### src/tct_pkg.sv
// Constants shared by the thermal clock throttle.
// Assumes a 250 MHz core clock and 64-bit software register words.
package tct_pkg;

    ////////////////////////////////////////////////////////////////////////////////
    // Clock rate and modulation timing
    localparam int unsigned CLK_MHZ      = 250;
    localparam int unsigned OFF_MAX_NS   = 3000;
    localparam int unsigned OFF_MAX_CYC  = OFF_MAX_NS * CLK_MHZ / 1000;
    localparam int unsigned DUTY_SLOTS   = 8;
    localparam int unsigned SLOT_CYC     = OFF_MAX_CYC / DUTY_SLOTS;
    localparam int unsigned HYST_NS      = 4000;
    localparam int unsigned HYST_CYC     = HYST_NS * CLK_MHZ / 1000;
    localparam int unsigned AUTO_ON_DEF  = 3;

    ////////////////////////////////////////////////////////////////////////////////
    // Clock modulation control register
    localparam logic [63:0] MODCTL_RESET   = 64'h0000000000000000;
    localparam int unsigned MODCTL_EN_BIT  = 4;
    localparam int unsigned MODCTL_DUTY_LO = 1;
    localparam int unsigned MODCTL_DUTY_W  = 3;

    ////////////////////////////////////////////////////////////////////////////////
    // Fan setpoint register
    localparam logic [7:0]  FAN_BASE_DEG   = 8'h32;
    localparam logic [7:0]  FAN_MAX        = 8'h1e;
    localparam logic [7:0]  FAN_DEF        = 8'h00;

    ////////////////////////////////////////////////////////////////////////////////
    // Register selection on the software access port
    localparam logic        REG_SEL_MODCTL = 1'b0;
    localparam logic        REG_SEL_FAN    = 1'b1;

    ////////////////////////////////////////////////////////////////////////////////
    // Automatic throttle engine states
    typedef enum logic [1:0] {
        TCT_IDLE,
        TCT_ACTIVE,
        TCT_HOLD
    } tct_auto_e;

endpackage

### src/tct_top.sv
// Thermal clock throttle: automatic and software clock modulation, hot alert pin, trip.
// Assumes sensor comparator levels arrive asynchronously; register port is same-clock.
`timescale 1ns/1ps

module tct_top
    import tct_pkg::*;
#(
    parameter logic [15:0] HYST_CYCLES     = 16'(HYST_CYC),
    parameter logic [2:0]  AUTO_ON_EIGHTHS = 3'(AUTO_ON_DEF),
    parameter logic [7:0]  FAN_SETPOINT    = FAN_DEF
)
(
    input  wire logic        sys_clk_i,
    input  wire logic        resetn_i,
    input  wire logic        clk_en_i,
    input  wire logic        die_hot_i,
    input  wire logic        die_trip_i,
    input  wire logic        auto_en_i,
    input  wire logic        hot_alert_n_i,
    input  wire logic        irq_on_assert_i,
    input  wire logic        irq_on_deassert_i,
    input  wire logic        int_req_i,
    input  wire logic        snoop_req_i,
    input  wire logic        reg_wr_i,
    input  wire logic        reg_rd_i,
    input  wire logic        reg_sel_i,
    input  wire logic [63:0] reg_wdata_i,
    output logic [63:0]      reg_rdata_o,
    output logic             core_clk_en_o,
    output logic             hot_alert_n_o,
    output logic             hot_alert_n_oe_o,
    output logic             hot_irq_o,
    output logic             int_service_o,
    output logic             snoop_ack_o,
    output logic             throttle_active_o,
    output logic             overheat_shutdown_n_o
);

    ////////////////////////////////////////////////////////////////////////////////
    // State
    typedef struct packed {
        logic [2:0]  die_sync;
        logic [2:0]  trip_sync;
        logic [2:0]  pin_sync;
        logic        die_hot;
        logic        trip;
        logic        pin_low;
        tct_auto_e   eng;
        logic [15:0] hyst_cnt;
        logic [3:0]  modctl;
        logic [7:0]  slot_cnt;
        logic [2:0]  phase;
        logic        clk_on;
        logic        drive_low;
        logic        alert_n;
        logic        shut_n;
        logic        int_pend;
        logic        int_srv;
        logic        hot_irq;
        logic        snoop_ack;
        logic        thr_act;
        logic [63:0] rdata;
    } tct_state_s;

    tct_state_s st_q;
    tct_state_s st_d;

    logic       hot_req;
    logic       modulate;
    logic [2:0] on_eighths;
    logic [2:0] sw_duty;
    logic       sw_en;

    ////////////////////////////////////////////////////////////////////////////////
    // Throttle source and duty selection
    always_comb
    begin
        hot_req    = st_q.die_hot | st_q.pin_low;
        sw_en      = st_q.modctl[MODCTL_EN_BIT - MODCTL_DUTY_LO];
        sw_duty    = st_q.modctl[MODCTL_DUTY_W - 1:0];
        modulate   = 1'b0;
        on_eighths = AUTO_ON_EIGHTHS;
        if (st_q.eng != TCT_IDLE)
        begin
            modulate   = 1'b1;
            on_eighths = AUTO_ON_EIGHTHS;
        end
        else if (sw_en && (sw_duty != 3'h0))
        begin
            modulate   = 1'b1;
            on_eighths = sw_duty;
        end
    end

    ////////////////////////////////////////////////////////////////////////////////
    // Next state
    always_comb
    begin
        st_d           = st_q;
        st_d.int_srv   = 1'b0;
        st_d.hot_irq   = 1'b0;
        // Three-stage sampling of the asynchronous levels
        st_d.die_sync  = {st_q.die_sync[1:0], die_hot_i};
        st_d.trip_sync = {st_q.trip_sync[1:0], die_trip_i};
        st_d.pin_sync  = {st_q.pin_sync[1:0], ~hot_alert_n_i};
        if (st_q.die_sync[1] == st_q.die_sync[2])
        begin
            st_d.die_hot = st_q.die_sync[2];
        end
        if (st_q.pin_sync[1] == st_q.pin_sync[2])
        begin
            st_d.pin_low = st_q.pin_sync[2];
        end
        if ((st_q.trip_sync[1] == st_q.trip_sync[2]) && st_q.trip_sync[2])
        begin
            st_d.trip = 1'b1;
        end
        // Hot alert edge interrupts
        if (st_d.pin_low && !st_q.pin_low && irq_on_assert_i)
        begin
            st_d.hot_irq = 1'b1;
        end
        if (!st_d.pin_low && st_q.pin_low && irq_on_deassert_i)
        begin
            st_d.hot_irq = 1'b1;
        end
        // Hot alert drive
        st_d.drive_low = st_q.die_hot;
        st_d.alert_n   = ~st_q.die_hot;
        // Automatic engine, needs no software once enabled
        case (st_q.eng)
            TCT_IDLE:
            begin
                if (auto_en_i && hot_req)
                begin
                    st_d.eng = TCT_ACTIVE;
                end
            end
            TCT_ACTIVE:
            begin
                if (!auto_en_i)
                begin
                    st_d.eng = TCT_IDLE;
                end
                else if (!hot_req)
                begin
                    st_d.eng      = TCT_HOLD;
                    st_d.hyst_cnt = HYST_CYCLES - 16'h0001;
                end
            end
            TCT_HOLD:
            begin
                if (!auto_en_i)
                begin
                    st_d.eng = TCT_IDLE;
                end
                else if (hot_req)
                begin
                    st_d.eng = TCT_ACTIVE;
                end
                else if (st_q.hyst_cnt == 16'h0000)
                begin
                    st_d.eng = TCT_IDLE;
                end
                else
                begin
                    st_d.hyst_cnt = st_q.hyst_cnt - 16'h0001;
                end
            end
            default:
            begin
                st_d.eng = TCT_IDLE;
            end
        endcase
        // Slot timer and duty phase
        if (modulate)
        begin
            if (st_q.slot_cnt == 8'(SLOT_CYC - 1))
            begin
                st_d.slot_cnt = 8'h00;
                st_d.phase    = st_q.phase + 3'h1;
            end
            else
            begin
                st_d.slot_cnt = st_q.slot_cnt + 8'h01;
            end
        end
        else
        begin
            st_d.slot_cnt = 8'h00;
            st_d.phase    = 3'h0;
        end
        // Registered gate, so each change lands on a whole clock cycle
        st_d.clk_on  = !st_d.trip && (!modulate || (st_d.phase < on_eighths));
        st_d.shut_n  = !st_d.trip;
        st_d.thr_act = modulate;
        // Snoops answered regardless of gating
        st_d.snoop_ack = snoop_req_i;
        // Interrupts latched, serviced while clocks run; a new request wins
        if (st_q.int_pend && st_q.clk_on)
        begin
            st_d.int_pend = 1'b0;
            st_d.int_srv  = 1'b1;
        end
        if (int_req_i)
        begin
            st_d.int_pend = 1'b1;
        end
        // Software register port
        if (reg_wr_i && (reg_sel_i == REG_SEL_MODCTL))
        begin
            st_d.modctl = reg_wdata_i[MODCTL_EN_BIT:MODCTL_DUTY_LO];
        end
        if (reg_rd_i)
        begin
            if (reg_sel_i == REG_SEL_FAN)
            begin
                st_d.rdata = {56'h0, FAN_SETPOINT};
            end
            else
            begin
                st_d.rdata = {59'h0, st_q.modctl, 1'b0};
            end
        end
    end

    ////////////////////////////////////////////////////////////////////////////////
    // Registers
    always_ff @(posedge sys_clk_i)
    begin
        if (!resetn_i)
        begin
            st_q           <= '0;
            st_q.eng       <= TCT_IDLE;
            st_q.modctl    <= MODCTL_RESET[MODCTL_EN_BIT:MODCTL_DUTY_LO];
            st_q.clk_on    <= 1'b1;
            st_q.alert_n   <= 1'b1;
            st_q.shut_n    <= 1'b1;
        end
        else if (clk_en_i)
        begin
            st_q <= st_d;
        end
    end

    assign reg_rdata_o           = st_q.rdata;
    assign core_clk_en_o         = st_q.clk_on;
    assign hot_alert_n_o         = st_q.alert_n;
    assign hot_alert_n_oe_o      = st_q.drive_low;
    assign hot_irq_o             = st_q.hot_irq;
    assign int_service_o         = st_q.int_srv;
    assign snoop_ack_o           = st_q.snoop_ack;
    assign throttle_active_o     = st_q.thr_act;
    assign overheat_shutdown_n_o = st_q.shut_n;

    ////////////////////////////////////////////////////////////////////////////////
    // Checks
    tct_auto_e   eng_w;
    logic [15:0] hyst_w;
    logic [9:0]  off_run_q;

    assign eng_w  = st_q.eng;
    assign hyst_w = st_q.hyst_cnt;

    always_ff @(posedge sys_clk_i)
    begin
        if (!resetn_i || core_clk_en_o || !overheat_shutdown_n_o)
        begin
            off_run_q <= 10'h000;
        end
        else if (clk_en_i)
        begin
            off_run_q <= off_run_q + 10'h001;
        end
    end
endmodule // tct_top

### config.mk
export PLATFORM = sky130hd
export DESIGN_NAME = tct_top
export DESIGN_NICKNAME = d
export VERILOG_FILES = /design/src/tct_pkg.sv /design/src/tct_top.sv
export SDC_FILE = /design/constraint.sdc
export NUM_CORES = 1
export LEC_CHECK = 0
export BUFFER_PORTS_ARGS = -buffer_cell sky130_fd_sc_hd__buf_2
export CAP_MARGIN = 10
export CORE_ASPECT_RATIO = 1.5
export CORE_MARGIN = 4
export CORE_UTILIZATION = 40
export CTS_CLUSTER_SIZE = 30
export DETAILED_ROUTE_END_ITERATION = 10
export PLACE_DENSITY = 0.72
export SLEW_MARGIN = 20
export SYNTH_ARGS = -nofsm -noshare
export SYNTH_HDL_FRONTEND = slang
export SYNTH_SLANG_ARGS = --single-unit
### constraint.sdc
create_clock -name sys_clk_i -period 1.9 [get_ports sys_clk_i]
set_input_delay 0.19 -clock sys_clk_i [delete_from_list [all_inputs] [get_ports sys_clk_i]]
set_output_delay 0.19 -clock sys_clk_i [all_outputs]
set_load 0.01 [all_outputs]
After elaboration in Yosys (flattened, before gate mapping)
Cells that the tools add are included.

storage, ports and cells
  register bits after elaboration = 118
  output and inout bits = 72

operators by class
  add/subtract/negate cells = 3
  order comparisons = 1
  eq/ne operators = 14
  muxes and demuxes = 26
  bitwise operators = 4
  reduce and logical (&&, ||, !) cells = 27

operators by type and width
  kind                                                                   count
  16-bit 2-to-1 mux                                                      4
  16-bit case mux with 2 select lines                                    1
  18-bit 2-to-1 mux                                                      1
  16-bit zero test                                                       1
  16-bit by 1-bit subtractor with 16-bit output (second input constant)  1
  2-bit 2-to-1 mux                                                       6
  2-bit inequality test (second input constant)                          6
  11-bit 2-to-1 mux                                                      1
  1-bit logical AND                                                      10
  3-bit 2-to-1 mux                                                       3
  8-bit by 1-bit adder with 8-bit output (second input constant)         1
  8-bit by 7-bit == test with 1-bit output (second input constant)       1
  8-bit 2-to-1 mux                                                       1
  2-bit AND reduction                                                    4
  1-bit 2-to-1 mux                                                       7
  7-bit AND reduction                                                    1
  2-bit case mux with 3 select lines                                     1
  2-bit nonzero test                                                     3
  5-bit 2-to-1 mux                                                       1
  1-bit zero test                                                        4
  4-bit inequality test (second input constant)                          1
  4-bit AND reduction                                                    1
  3-bit by 1-bit adder with 3-bit output (second input constant)         1
  1-bit == test                                                          3
  9 further kinds                                                        11

Depth between registers and ports, before layout
Gate-level depths: netlist of the first run.

  depth after elaboration = 8
  mapped depth = 11
  depth with buffers taken out = 11

Least setup slack after synthesis of the first run
Ideal clock, no wire load.

  path kind = register to register
  start = register st_q[76] (netlist name)
  end = register st_q (netlist bit core_clk_en_o)
  setup time = 58 ps
  arrival = 1994 ps
  setup slack = -153 ps
  cell stages (with the launch flop) = 10
  buffers on the path = 0
  period minus slack after synthesis = 2053 ps
  cell sequence = dfxtp_1 -> inv_1 -> ha_1 -> and4bb_2 -> nand3_1 -> xor2_1 -> a21oi_1 -> ha_1 -> a2111oi_0 -> a211o_1

RTL lines
  what                      RTL line        text
  start: declaration        tct_top.sv:65   tct_state_s st_q;
  start signal: assignment  tct_top.sv:242  st_q <= st_d;

==> metrics.json, run 1 <==
{
  "worst_setup_path_startpoint": "st_q[76]",
  "clock_tree.root_cell": "sky130_fd_sc_hd__clkbuf_16",
  "synth_most_common_cell": "sky130_fd_sc_hd__buf_4",
  "cts_htree_levels": 3,
  "total_switching_power_mw": 0.712,
  "maximum_number_of_pins_on_one_net_before_global_route_repair": 39,
  "worst_setup_path_end_kind": "flip-flop",
  "share_comb_of_total_power_pct": 6.2,
  "place_inst": 546,
  "n_antenna_cell": 0,
  "netlist_area_um2": 3340,
  "min_path_type": "in2reg",
  "power_report.internal_total_mw": 2.60,
  "cts_hold_buf": 0,
  "setup.worst_path.class": "reg2reg",
  "die_x_um": 82.7,
  "post_synth_main_area_contributors": "sky130_fd_sc_hd__dfxtp_1 (35%), sky130_fd_sc_hd__buf_4 (15%), sky130_fd_sc_hd__mux2i_1 (5.4%)",
  "start_util_pct": 41.3,
  "ys_dominant_reg_cell": "sky130_fd_sc_hd__dfxtp_1",
  "timing.rr.start": "st_q[76]",
  "synth_cell_type_count": 53,
  "violations": "negative setup slack",
  "tritoncts": "done",
  "synth.ff_latch_count": 58,
  "detailroute.via_count": 2902,
  "detailedRoute.firstIterationViolations": 117,
  "drt_drc_violations_left": 0,
  "critPathMaxFanout": 3,
  "overflow": 0,
  "rsz0062_at_grt": "yes",
  "static-leakage-power_nw": 1.83,
  "multi_input_comb_area_um2": 2000,
  "drv.max_cap_violation_count": 0,
  "wl_per_cell_um": 13.7,
  "globalplace.congestion": 0.831,
  "final.setup.tns_ps": -294,
  "synth_area_leader_cell": "sky130_fd_sc_hd__dfxtp_1",
  "viasPerCell": 5.06,
  "finalHoldViolCount": 0,
  "synthToLayoutAreaGrowth_pct": 26.7,
  "drt_pre_antenna_iters": 4,
  "global_route.usage.total_pct": 15.7,
  "final_area_um2": 4240,
  "seq_area_frac_synth_pct": 34.7,
  "critical_path_required_ps": 2120,
  "fillerInstances": 744,
  "timing.critical_path.arrival_ps": 2200,
  "clkTransAtPathRegs_ps": 50,
  "crit_path_start_kind": "flip-flop",
  "dieArea_um2": 9920,
  "drt_wl_total_mm": 7.87,
  "final_cells": 574,
  "syn_avg_cell_area_um2": 8.51,
  "setup_skew_after_layout_ps": 5.73,
  "antenna_found_initial": 0,
  "placedInstanceArea_um2": 3610,
  "estimated_wirelength_of_the_detail_placed_design_mm": 5.29,
  "hold_start": "hot_alert_n_i",
  "power.ir.vdd_worst_v": 0.000617,
  "final.period_utilization_pct": 105,
  "power.sequential.fraction_pct": 37.7,
  "sw_frac_of_total_pct": 21.5,
  "netlist_top_cells_count": "sky130_fd_sc_hd__buf_4 (66), sky130_fd_sc_hd__dfxtp_1 (58), sky130_fd_sc_hd__nor2_1 (38), sky130_fd_sc_hd__nand2_1 (30), sky130_fd_sc_hd__a21oi_1 (29)",
  "clkLatencyLatePin_ps": 330,
  "synth_top_cell_area_share_pct": 34.7,
  "port_buffers": 29,
  "std_cell_rows": 40,
  "power-per-cell-area_nw_per_um2": 782,
  "core-area_um2": 8110,
  "max_clock_freq_mhz": 503,
  "synth-warning-count": 0,
  "drt.antenna.violating_nets": 0,
  "outcome": "finished with violations",
  "post-place-ws_ps": -126,
  "number_of_synthesized_flops_with_an_enable_pin": 0,
  "pwr-share-clk_pct": 56.1,
  "ios": 150,
  "grt_pass1_vias": 2624,
  "setup_slack_ps": -86.7,
  "synthesis.instances": 393,
  "maxSlewViolCount": 0,
  "report.final.setup_viol": 9,
  "asyncSetResetFlopFracSynth_pct": 0,
  "final_period_minus_worst_setup_slack_ps": 1990,
  "fraction_of_layout_instances_using_a_drive_strength_above_1_pct": 29.2,
  "die_h_um": 120,
  "clock_path_buffers": 2,
  "area.sequential_um2": 1170,
  "cts_inserted_buffers": 9,
  "number_of_sinks_handled_by_clock_tree_synthesis": 58,
  "num-nets-final": 550,
  "grt_pass1_wl_mm": 12.1
}
==> layer usage <==
metal | track usage (%) | vias up | share of wire (%)
met3 | 4.50 | 12 | 5.1
met5 | 0 | - | 0
met4 | 6.44 | 0 | 1.5
met1 | 16.9 | 1373 | 39
li1 | - | 1429 | -
met2 | 27.9 | 88 | 54
==> final cells by class <==
class | instances | area share (%)
Tap cell | 105 | 3.10
Inverter | 8 | 0.709
Multi-Input combinational cell | 306 | 47.2
Sequential cell | 58 | 27.5
Clock buffer | 10 | 5.64
Timing Repair Buffer | 82 | 13.4
Clock inverter | 5 | 2.42
==> critical path, stage by stage (launching register included) <==
cell and delay [ps]:
sky130_fd_sc_hd__dfxtp_2 320, sky130_fd_sc_hd__inv_2 70, sky130_fd_sc_hd__ha_4 120, sky130_fd_sc_hd__and4bb_2 270, sky130_fd_sc_hd__nand3_2 90, sky130_fd_sc_hd__xor2_1 160
sky130_fd_sc_hd__a21oi_1 60, sky130_fd_sc_hd__ha_1 350, sky130_fd_sc_hd__o21ai_1 80, sky130_fd_sc_hd__nand2b_1 90, sky130_fd_sc_hd__a21oi_2 50, sky130_fd_sc_hd__a211o_1 220
==> placed cells by master, fill, tap and decap left out, types with 5 or more instances in the layout <==
cell                         n
sky130_fd_sc_hd__o31a_1      7
sky130_fd_sc_hd__inv_2       5
sky130_fd_sc_hd__buf_4      47
sky130_fd_sc_hd__conb_1     60
sky130_fd_sc_hd__mux2i_1    18
sky130_fd_sc_hd__nand2_1    29
sky130_fd_sc_hd__nor3_1      6
sky130_fd_sc_hd__a21oi_1    25
sky130_fd_sc_hd__nand2b_1    7
sky130_fd_sc_hd__o31ai_1     5
sky130_fd_sc_hd__buf_2      30
sky130_fd_sc_hd__o21ai_0     8
sky130_fd_sc_hd__nor2_1     38
sky130_fd_sc_hd__dfxtp_1    54
sky130_fd_sc_hd__a21o_1      5
sky130_fd_sc_hd__nand3_1    10
sky130_fd_sc_hd__clkbuf_16   9
==> path summary, 6_finish.rpt <==
kind | end | slack [ps] | depth (start not counted)
worst max-delay path | core_clk_en_o | -90 | 11
worst min-delay path | st_d[110] | 50 | 2
worst max register to register | core_clk_en_o | -90 | 11
worst min register to register | st_d[71] | 460 | 2
==> power groups by stage <==
stage / Combinational, mW / Clock [mW] / Sequential (mW)
6_report: 0.204 / 1.86 / 1.25
5_1_grt: 0.232 / 1.95 / 1.25
4_1_cts: 0.201 / 1.89 / 1.25
3_5_place_dp: 0.198 / 0 / 1.27
3_3_place_gp: 0.194 / 0 / 1.27
2_1_floorplan: 0.228 / 0 / 1.28
==> cells by family after synthesis <==
| family | synth area share [%] |
|---|---|
| buffers and inverters | 17.3 |
| AO/OA/AOI/OAI | 17.1 |
| XOR/XNOR | 0.524 |
| other | 0.112 |
| multiplexers | 5.39 |
| flip-flops | 34.7 |
| AND/OR/NAND/NOR | 22.2 |
| adder cells (fa/ha/maj) | 2.62 |
==> registers in the layout, indices dropped and copies added, names as in the netlist <==
name,count
eng_w,2
hot_alert_n_oe_o,1
st_q,21
hot_alert_n_o,1
hot_irq_o,1
overheat_shutdown_n_o,1
core_clk_en_o,1
snoop_ack_o,1
throttle_active_o,1
hyst_w,16
reg_rdata_o,4
st_d,7
int_service_o,1
==> per-stage QoR <==
stage                     total power, mW  hold WS (ps)  utilization [%]
after floorplan                      1.50           289                -
after global placement               1.47           377             44.5
after detailed placement             1.47           378             44.5
after CTS                            3.34          28.8             50.4
after global routing                 3.43          43.2             52.3
final                                3.32          46.1             52.3
==> timing repair <==
| action | CTS | global route |
|---|---|---|
| gates resized for setup | 17 | 21 |
| pin swaps | 5 | 13 |
| setup endpoints to repair | 12 | 12 |
| gates cloned | 2 | 1 |
| setup buffers | 4 | 6 |
Power figures use the tool's default switching activity.
==> run 2: changes to the inputs <==
- CORE_ASPECT_RATIO: 1.5 -> unset
- CTS_CLUSTER_SIZE: 30 -> 12
==> run 2 against run 1 <==
Against the previous run: the flow still finishes with violations (negative setup slack); count of clock-buffer cells in the layout stayed put; worst setup slack improved by 49 ps; sequential power about the same; sequential cell count stayed put; critical path depth unchanged; first-iteration DRC count is 3.4% higher; cell area fell by 4.8%; combinational power about the same; via count grew 0.31%; wire length decreased by 3.1%; power is 24% lower; largest cell class unchanged; largest power group is now sequential cells.
==> metrics.json, run 2 (synthesized netlist as in run 1, its figures left out) <==
{
  "outcome": "finished with violations",
  "violations": "negative setup slack",
  "viasPerCell": {"value": 5.08, "change": "+0.49%"},
  "slowest_delay": {"value": 330, "unit": "ps", "change": "-20 ps"},
  "critical_path.most_common_cell": "sky130_fd_sc_hd__a21oi_1",
  "design_power_total": {"value": 2.50, "unit": "mW", "change": "-24%"},
  "min_path_type": "in2reg",
  "timing.critical_path.arrival": {"value": 2160, "unit": "ps", "change": "-40 ps"},
  "synthToLayoutAreaGrowth_pct": 20.7,
  "final.period_utilization": {"value": 102, "unit": "%", "change": "-2.6 points"},
  "report.final.setup_viol": {"value": 13, "change": "+4"},
  "cts_htree_levels": {"value": 3, "change": "unchanged"},
  "grt_pass1_wl": {"value": 11.7, "unit": "mm", "change": "-2.8%"},
  "start_util": {"value": 40.9, "unit": "%", "change": "-0.34 points"},
  "wl_per_cell": {"value": 13.3, "unit": "µm", "change": "-3.0%"},
  "top_family_by_delay_on_critical_path": "adder cells",
  "global_route.usage.total": {"value": 14.3, "unit": "%", "change": "-1.4 points"},
  "setup_slack": {"value": -37.3, "unit": "ps", "change": "+49.4 ps"},
  "number_of_sinks_handled_by_clock_tree_synthesis": {"value": 58, "change": "unchanged"},
  "maxSlewViolCount": {"value": 0, "change": "unchanged"},
  "clock_path_buffers": {"value": 2, "change": "unchanged"},
  "worst_hold_path.num_cells": {"value": 2, "change": "unchanged"},
  "fraction_of_layout_instances_using_a_drive_strength_above_1": {"value": 28.2, "unit": "%", "change": "-1.0 points"},
  "fillerInstances": {"value": 778, "change": "+4.6%"},
  "timing.rr.start": "st_q[76]",
  "overflow": {"value": 0, "change": "unchanged"},
  "ff2ff_setup_slack": {"value": -40, "unit": "ps", "change": "+50 ps"},
  "detailedRoute.firstIterationViolations": {"value": 121, "change": "+3.4%"},
  "max_ffs_per_register": {"value": 21, "change": "unchanged"},
  "drt_pre_antenna_iters": {"value": 5, "change": "+1"},
  "core-area": {"value": 8180, "unit": "µm²", "change": "+0.83%"},
  "crit_buf_inv": {"value": 1, "change": "unchanged"},
  "multi_input_comb_area": {"value": 1940, "unit": "µm²", "change": "-3.0%"},
  "tightestPinTransition_ps": 550,
  "estimated_wirelength_of_the_detail_placed_design": {"value": 5.18, "unit": "mm", "change": "-2.0%"},
  "min_delay_worst_endpoint": "st_d[110]",
  "static-leakage-power": {"value": 1.77, "unit": "nW", "change": "-3.2%"},
  "port_buffers": {"value": 29, "change": "unchanged"},
  "clkTransAtPathRegs": {"value": 60, "unit": "ps", "change": "about the same"},
  "power.ir.vdd_worst": {"value": 0.000449, "unit": "V", "change": "-27%"},
  "mostFrequentLayoutCells": "sky130_fd_sc_hd__conb_1 (60), sky130_fd_sc_hd__dfxtp_1 (53), sky130_fd_sc_hd__buf_4 (49), sky130_fd_sc_hd__nor2_1 (38)",
  "final_period_minus_worst_setup_slack": {"value": 1940, "unit": "ps", "change": "-49.4 ps"},
  "finalHoldViolCount": {"value": 0, "change": "unchanged"},
  "rsz0062_at_grt": "yes",
  "std_cell_rows": {"value": 33, "change": "-18%"},
  "cts_inserted_buffers": {"value": 9, "change": "unchanged"},
  "hold_start": "hot_alert_n_i",
  "post-route-util": {"value": 49.4, "unit": "%", "change": "-2.9 points"},
  "power-per-cell-area": {"value": 620, "unit": "nW/µm²", "change": "-21%"},
  "detailroute.via_count": {"value": 2911, "change": "+0.31%"},
  "ios": {"value": 150, "change": "unchanged"},
  "setup_skew_after_layout": {"value": 6.84, "unit": "ps", "change": "+1.11 ps"},
  "dieArea": {"value": 9890, "unit": "µm²", "change": "-0.30%"},
  "die_x": {"value": 99.4, "unit": "µm", "change": "+20%"},
  "worst_setup_path_end_kind": "flip-flop",
  "worst_r2r_endpoint": "core_clk_en_o",
  "die_h": {"value": 99.4, "unit": "µm", "change": "-17%"},
  "maximum_number_of_pins_on_one_net_before_global_route_repair": {"value": 39, "change": "unchanged"},
  "timing.slew.headroom_pct": 63.0,
  "critPathMaxFanout": {"value": 3, "change": "unchanged"},
  "drt_wl_total": {"value": 7.63, "unit": "mm", "change": "-3.1%"},
  "registers.top_by_ff_count": "st_q",
  "most_common_library_cell_in_the_layout_ignoring_fill_and_taps": "sky130_fd_sc_hd__conb_1",
  "setup.worst_path.class": "reg2reg",
  "crit_chain": "inv_2 > ha_4 > and4bb_2 > nand2_2 > mux2i_1 > a21oi_1 > ha_1 > o21ai_1 > nand2b_1 > a21oi_1 > a211o_1",
  "drv.max_cap_violation_count": {"value": 0, "change": "unchanged"},
  "drt_drc_violations_left": {"value": 0, "change": "unchanged"},
  "critPathSlowestCell": "sky130_fd_sc_hd__dfxtp_2",
  "tritoncts": "done",
  "n_antenna_cell": {"value": 0, "change": "unchanged"},
  "globalplace.congestion": {"value": 0.849, "change": "+2.2%"},
  "grt_pass1_vias": {"value": 2583, "change": "-1.6%"},
  "crit_path_start_kind": "flip-flop",
  "final.setup.tns": {"value": -232, "unit": "ps", "change": "+61.8 ps"},
  "clock_tree.root_cell": "sky130_fd_sc_hd__clkbuf_8",
  "clkLatencyLatePin": {"value": 330, "unit": "ps", "change": "about the same"},
  "max_clock_freq": {"value": 516, "unit": "MHz", "change": "+2.5%"},
  "critical_path_required": {"value": 2120, "unit": "ps", "change": "about the same"},
  "drt.antenna.violating_nets": {"value": 0, "change": "unchanged"},
  "worst-r2r-cell-count": {"value": 11, "change": "unchanged"},
  "num-nets-final": {"value": 550, "change": "unchanged"},
  "final_worst_hold_slack": {"value": 39.9, "unit": "ps", "change": "-6.13 ps"},
  "area.sequential": {"value": 1170, "unit": "µm²", "change": "+0.11%"},
  "antenna_found_initial": {"value": 0, "change": "unchanged"}
}
## run 2: report_power, final
group          internal [mW]  switching [mW]  total (mW)
clock                  0.584           0.471        1.06
combinational         0.0614           0.141       0.203
sequential              1.23          0.0116        1.25
total                   1.88           0.623        2.50
## run 2: metal layers
metal  up-vias  global-route usage [%]  part of all wire (%)
met2        92                    24.1                    50
met4         0                    5.04                   2.2
met5         -                       0                     0
met3        14                    3.02                   5.5
met1      1379                    18.0                    43
li1       1426                       -                     -
## run 2: worst max path at each step
stage	from	endpoint	cells after the start	slack (ps)
after floorplan	st_q[76]	core_clk_en_o	11	-8
after global placement	st_q[76]	core_clk_en_o	11	-80
after detailed placement	st_q[76]	core_clk_en_o	11	-150
after CTS	st_q[77]	core_clk_en_o	11	-90
after global routing	st_q[77]	core_clk_en_o	11	-140
final	st_q[76]	core_clk_en_o	11	-40
## run 2: final cells by class
type / instances / area share (%)
multi-input combinational: 306 / 48.1
sequential: 58 / 28.9
timing repair buffer: 82 / 14.7
tap: 105 / 3.25
clock buffer: 10 / 3.16
clock inverter: 4 / 1.12
inverter: 8 / 0.744
## run 2: through the flow
step,instance area (µm²),worst slack (ps),std cells
final,4040,-37.3,573
after global routing,4040,-144,573
after CTS,3880,-86.1,567
after detailed placement,3660,-154,551
after global placement,3660,-75.0,551
after floorplan,3580,-8.02,452
## run 2: worst register-to-register path: stages (launching register included)
cell	delay [ps]
sky130_fd_sc_hd__dfxtp_2	330
sky130_fd_sc_hd__inv_2	50
sky130_fd_sc_hd__ha_4	150
sky130_fd_sc_hd__and4bb_2	240
sky130_fd_sc_hd__nand2_2	80
sky130_fd_sc_hd__mux2i_1	210
sky130_fd_sc_hd__a21oi_1	70
sky130_fd_sc_hd__ha_1	300
sky130_fd_sc_hd__o21ai_1	60
sky130_fd_sc_hd__nand2b_1	70
sky130_fd_sc_hd__a21oi_1	60
sky130_fd_sc_hd__a211o_1	210
## run 2: repair_timing
| item | 4_1_cts | 5_1_grt |
|---|---|---|
| gates cloned | 0 | 3 |
| pin swaps | 4 | 6 |
| buffers inserted | 2 | 3 |
| hold buffers | 0 | 0 |
| resized for setup | 6 | 19 |
| setup endpoints to repair | 8 | 11 |
==> run 3: changes to the inputs <==
- BUFFER_PORTS_ARGS: -buffer_cell sky130_fd_sc_hd__buf_2 -> unset
- CTS_BUF_LIST: unset -> sky130_fd_sc_hd__clkbuf_8 sky130_fd_sc_hd__clkbuf_16
- DONT_BUFFER_PORTS: unset -> 1
- PLACE_DENSITY: 0.72 -> unset
==> run 3 against run 2 <==
Against the previous run: the flow still finishes with violations (negative setup slack); sequential cell count is the same; clock skew grew 3.7 ps; combinational power shrank 15%; final cell count shrank 3.0%; register-to-register slack lost 50 ps; core utilization shrank 0.98 points; critical endpoint is now st_q[75].
==> metrics.json, run 3 (synthesized netlist as in run 1, its figures left out) <==
{
  "place_inst": {"value": 522, "change": "-5.3%"},
  "maximum_number_of_pins_on_one_net_before_global_route_repair": {"value": 32, "change": "-18%"},
  "power-per-cell-area": {"value": 679, "unit": "nW/µm²", "change": "+9.4%"},
  "outcome": "finished with violations",
  "grt_pass1_wl": {"value": 12.0, "unit": "mm", "change": "+1.8%"},
  "critical_path_required": {"value": 2170, "unit": "ps", "change": "+50 ps"},
  "setup_slack": {"value": -85.0, "unit": "ps", "change": "-47.7 ps"},
  "crit_chain": "inv_2 > ha_4 > and4bb_2 > nand3_2 > buf_4 > buf_4 > buf_4 > or4b_2 > o21ai_1",
  "die_h": {"value": 99.4, "unit": "µm", "change": "unchanged"},
  "design_power_total": {"value": 2.68, "unit": "mW", "change": "+7.2%"},
  "setup_skew_after_layout": {"value": 10.6, "unit": "ps", "change": "+3.74 ps"},
  "final_area": {"value": 3960, "unit": "µm²", "change": "-2.0%"},
  "drt_drc_violations_left": {"value": 0, "change": "unchanged"},
  "cts_htree_levels": {"value": 3, "change": "unchanged"},
  "mostFrequentLayoutCells": "sky130_fd_sc_hd__conb_1 (60), sky130_fd_sc_hd__dfxtp_1 (54), sky130_fd_sc_hd__buf_4 (48), sky130_fd_sc_hd__nor2_1 (38), sky130_fd_sc_hd__nand2_1 (29)",
  "grt_met2_use": {"value": 24.2, "unit": "%", "change": "+0.10 points"},
  "num-nets-final": {"value": 531, "change": "-3.5%"},
  "min_path_type": "in2reg",
  "globalplace.congestion": {"value": 0.820, "change": "-3.4%"},
  "final.setup.tns": {"value": -160, "unit": "ps", "change": "+72.1 ps"},
  "drt.antenna.violating_nets": {"value": 0, "change": "unchanged"},
  "report.final.setup_viol": {"value": 2, "change": "-11"},
  "fillerInstances": {"value": 790, "change": "+1.5%"},
  "critical_path.most_common_cell": "sky130_fd_sc_hd__buf_4",
  "crit_buf_inv": {"value": 4, "change": "+3"},
  "most_common_library_cell_in_the_layout_ignoring_fill_and_taps": "sky130_fd_sc_hd__conb_1",
  "overflow": {"value": 0, "change": "unchanged"},
  "top_family_by_delay_on_critical_path": "simple AND/OR/NAND/NOR gates",
  "drt_wl_total": {"value": 7.22, "unit": "mm", "change": "-5.3%"},
  "die_x": {"value": 99.4, "unit": "µm", "change": "unchanged"},
  "cts_inserted_buffers": {"value": 9, "change": "unchanged"},
  "estimated_wirelength_of_the_detail_placed_design": {"value": 5.11, "unit": "mm", "change": "-1.3%"},
  "critPathMaxFanout": {"value": 3, "change": "unchanged"},
  "timing.critical_path.arrival": {"value": 2260, "unit": "ps", "change": "+100 ps"},
  "groute.layer.met1.usage": {"value": 18.9, "unit": "%", "change": "+0.85 points"},
  "grt_pass1_vias": {"value": 2464, "change": "-4.6%"},
  "registers.top_by_ff_count": "st_q",
  "grt_most_used_layer": "met2",
  "fraction_of_layout_instances_using_a_drive_strength_above_1": {"value": 21.3, "unit": "%", "change": "-6.9 points"},
  "maxSlewViolCount": {"value": 0, "change": "unchanged"},
  "drt_pre_antenna_iters": {"value": 4, "change": "-1"},
  "slowest_delay": {"value": 590, "unit": "ps", "change": "+260 ps"},
  "final_period_minus_worst_setup_slack": {"value": 1980, "unit": "ps", "change": "+47.7 ps"},
  "dieArea": {"value": 9890, "unit": "µm²", "change": "unchanged"},
  "met3_usage": {"value": 3.86, "unit": "%", "change": "+0.84 points"},
  "synthToLayoutAreaGrowth_pct": 18.3,
  "port_buffers": {"value": 0, "change": "-100%"},
  "std_cell_rows": {"value": 33, "change": "unchanged"},
  "clock_tree.root_cell": "sky130_fd_sc_hd__clkbuf_8",
  "clkLatencyLatePin": {"value": 340, "unit": "ps", "change": "about the same"},
  "n_antenna_cell": {"value": 0, "change": "unchanged"},
  "core-area": {"value": 8180, "unit": "µm²", "change": "unchanged"},
  "final_cells": {"value": 556, "change": "-3.0%"},
  "clock_path_buffers": {"value": 2, "change": "unchanged"},
  "wl_per_cell": {"value": 13.0, "unit": "µm", "change": "-2.4%"},
  "placedInstanceArea": {"value": 3500, "unit": "µm²", "change": "-4.3%"},
  "worst_setup_path_end_kind": "flip-flop",
  "violations": "negative setup slack",
  "tritoncts": "done",
  "rsz0062_at_grt": "yes",
  "number_of_sinks_handled_by_clock_tree_synthesis": {"value": 58, "change": "unchanged"},
  "power.ir.vdd_worst": {"value": 0.000603, "unit": "V", "change": "+34%"},
  "finalHoldViolCount": {"value": 0, "change": "unchanged"},
  "setup.worst_path.class": "reg2reg",
  "start_util": {"value": 40.9, "unit": "%", "change": "unchanged"},
  "max_ffs_per_register": {"value": 21, "change": "unchanged"},
  "drv.max_cap_violation_count": {"value": 0, "change": "unchanged"},
  "global_route.usage.total": {"value": 14.8, "unit": "%", "change": "+0.50 points"},
  "ios": {"value": 150, "change": "unchanged"},
  "viasPerCell": {"value": 4.93, "change": "-3.0%"},
  "clkTransAtPathRegs": {"value": 70, "unit": "ps", "change": "about the same"},
  "detailroute.via_count": {"value": 2741, "change": "-5.8%"},
  "final.period_utilization": {"value": 104, "unit": "%", "change": "+2.5 points"},
  "detailedRoute.firstIterationViolations": {"value": 139, "change": "+15%"},
  "antenna_found_initial": {"value": 0, "change": "unchanged"},
  "critPathSlowestCell": "sky130_fd_sc_hd__or4b_2",
  "crit_path_start_kind": "flip-flop",
  "static-leakage-power": {"value": 1.67, "unit": "nW", "change": "-5.5%"},
  "max_clock_freq": {"value": 504, "unit": "MHz", "change": "-2.4%"}
}
[run 3: area by class of cell]
| type | instances | area (µm²) | share of cell area (%) |
|---|---|---|---|
| Multi-Input combinational cell | 306 | 1900 | 48.0 |
| Sequential cell | 58 | 1170 | 29.5 |
| Timing Repair Buffer | 63 | 510 | 12.9 |
| Tap cell | 105 | 131 | 3.32 |
| Clock buffer | 9 | 124 | 3.13 |
| Clock inverter | 7 | 93.8 | 2.37 |
| Inverter | 8 | 30.0 | 0.759 |
[run 3: metrics by stage]
step	utilization, %	worst slack [ps]	hold slack, ps
4_1_cts	47.4	-98.7	0.301
2_1_floorplan	-	-8.02	289
5_1_grt	48.4	-217	14.3
3_3_place_gp	42.9	-112	259
3_5_place_dp	42.9	-118	263
6_report	48.4	-85.0	13.9
[run 3: final timing paths]
kind	startpoint	end	slack, ps	cells after the start
setup / recovery	st_q[76]	st_q[75]	-80	9
hold / removal	resetn_i	hyst_w[1]	10	2
setup reg to reg	st_q[76]	st_q[75]	-80	9
hold reg to reg	st_q[117]	st_d[71]	470	2
[run 3: where the power goes]
group | leakage, nW | switching (mW) | total, mW | internal, mW
sequential | 0.472 | 0.0167 | 1.25 | 1.23
clock | 0.111 | 0.523 | 1.26 | 0.738
combinational | 1.09 | 0.116 | 0.173 | 0.0572
total | 1.67 | 0.656 | 2.68 | 2.03
[run 3: per-layer routing]
layer / share of wire, % / vias to the layer above
li1: - / 1389
met1: 45 / 1283
met2: 48 / 61
met3: 5.0 / 8
met4: 1.5 / 0
met5: 0 / -
[run 3: what timing repair did]
action	CTS	global route
hold buffers	10	0
pin swaps	5	7
endpoints found under the hold margin	17	0
setup buffers	2	5
gates resized for setup	7	13
setup endpoints to repair	4	12
gates cloned	0	1
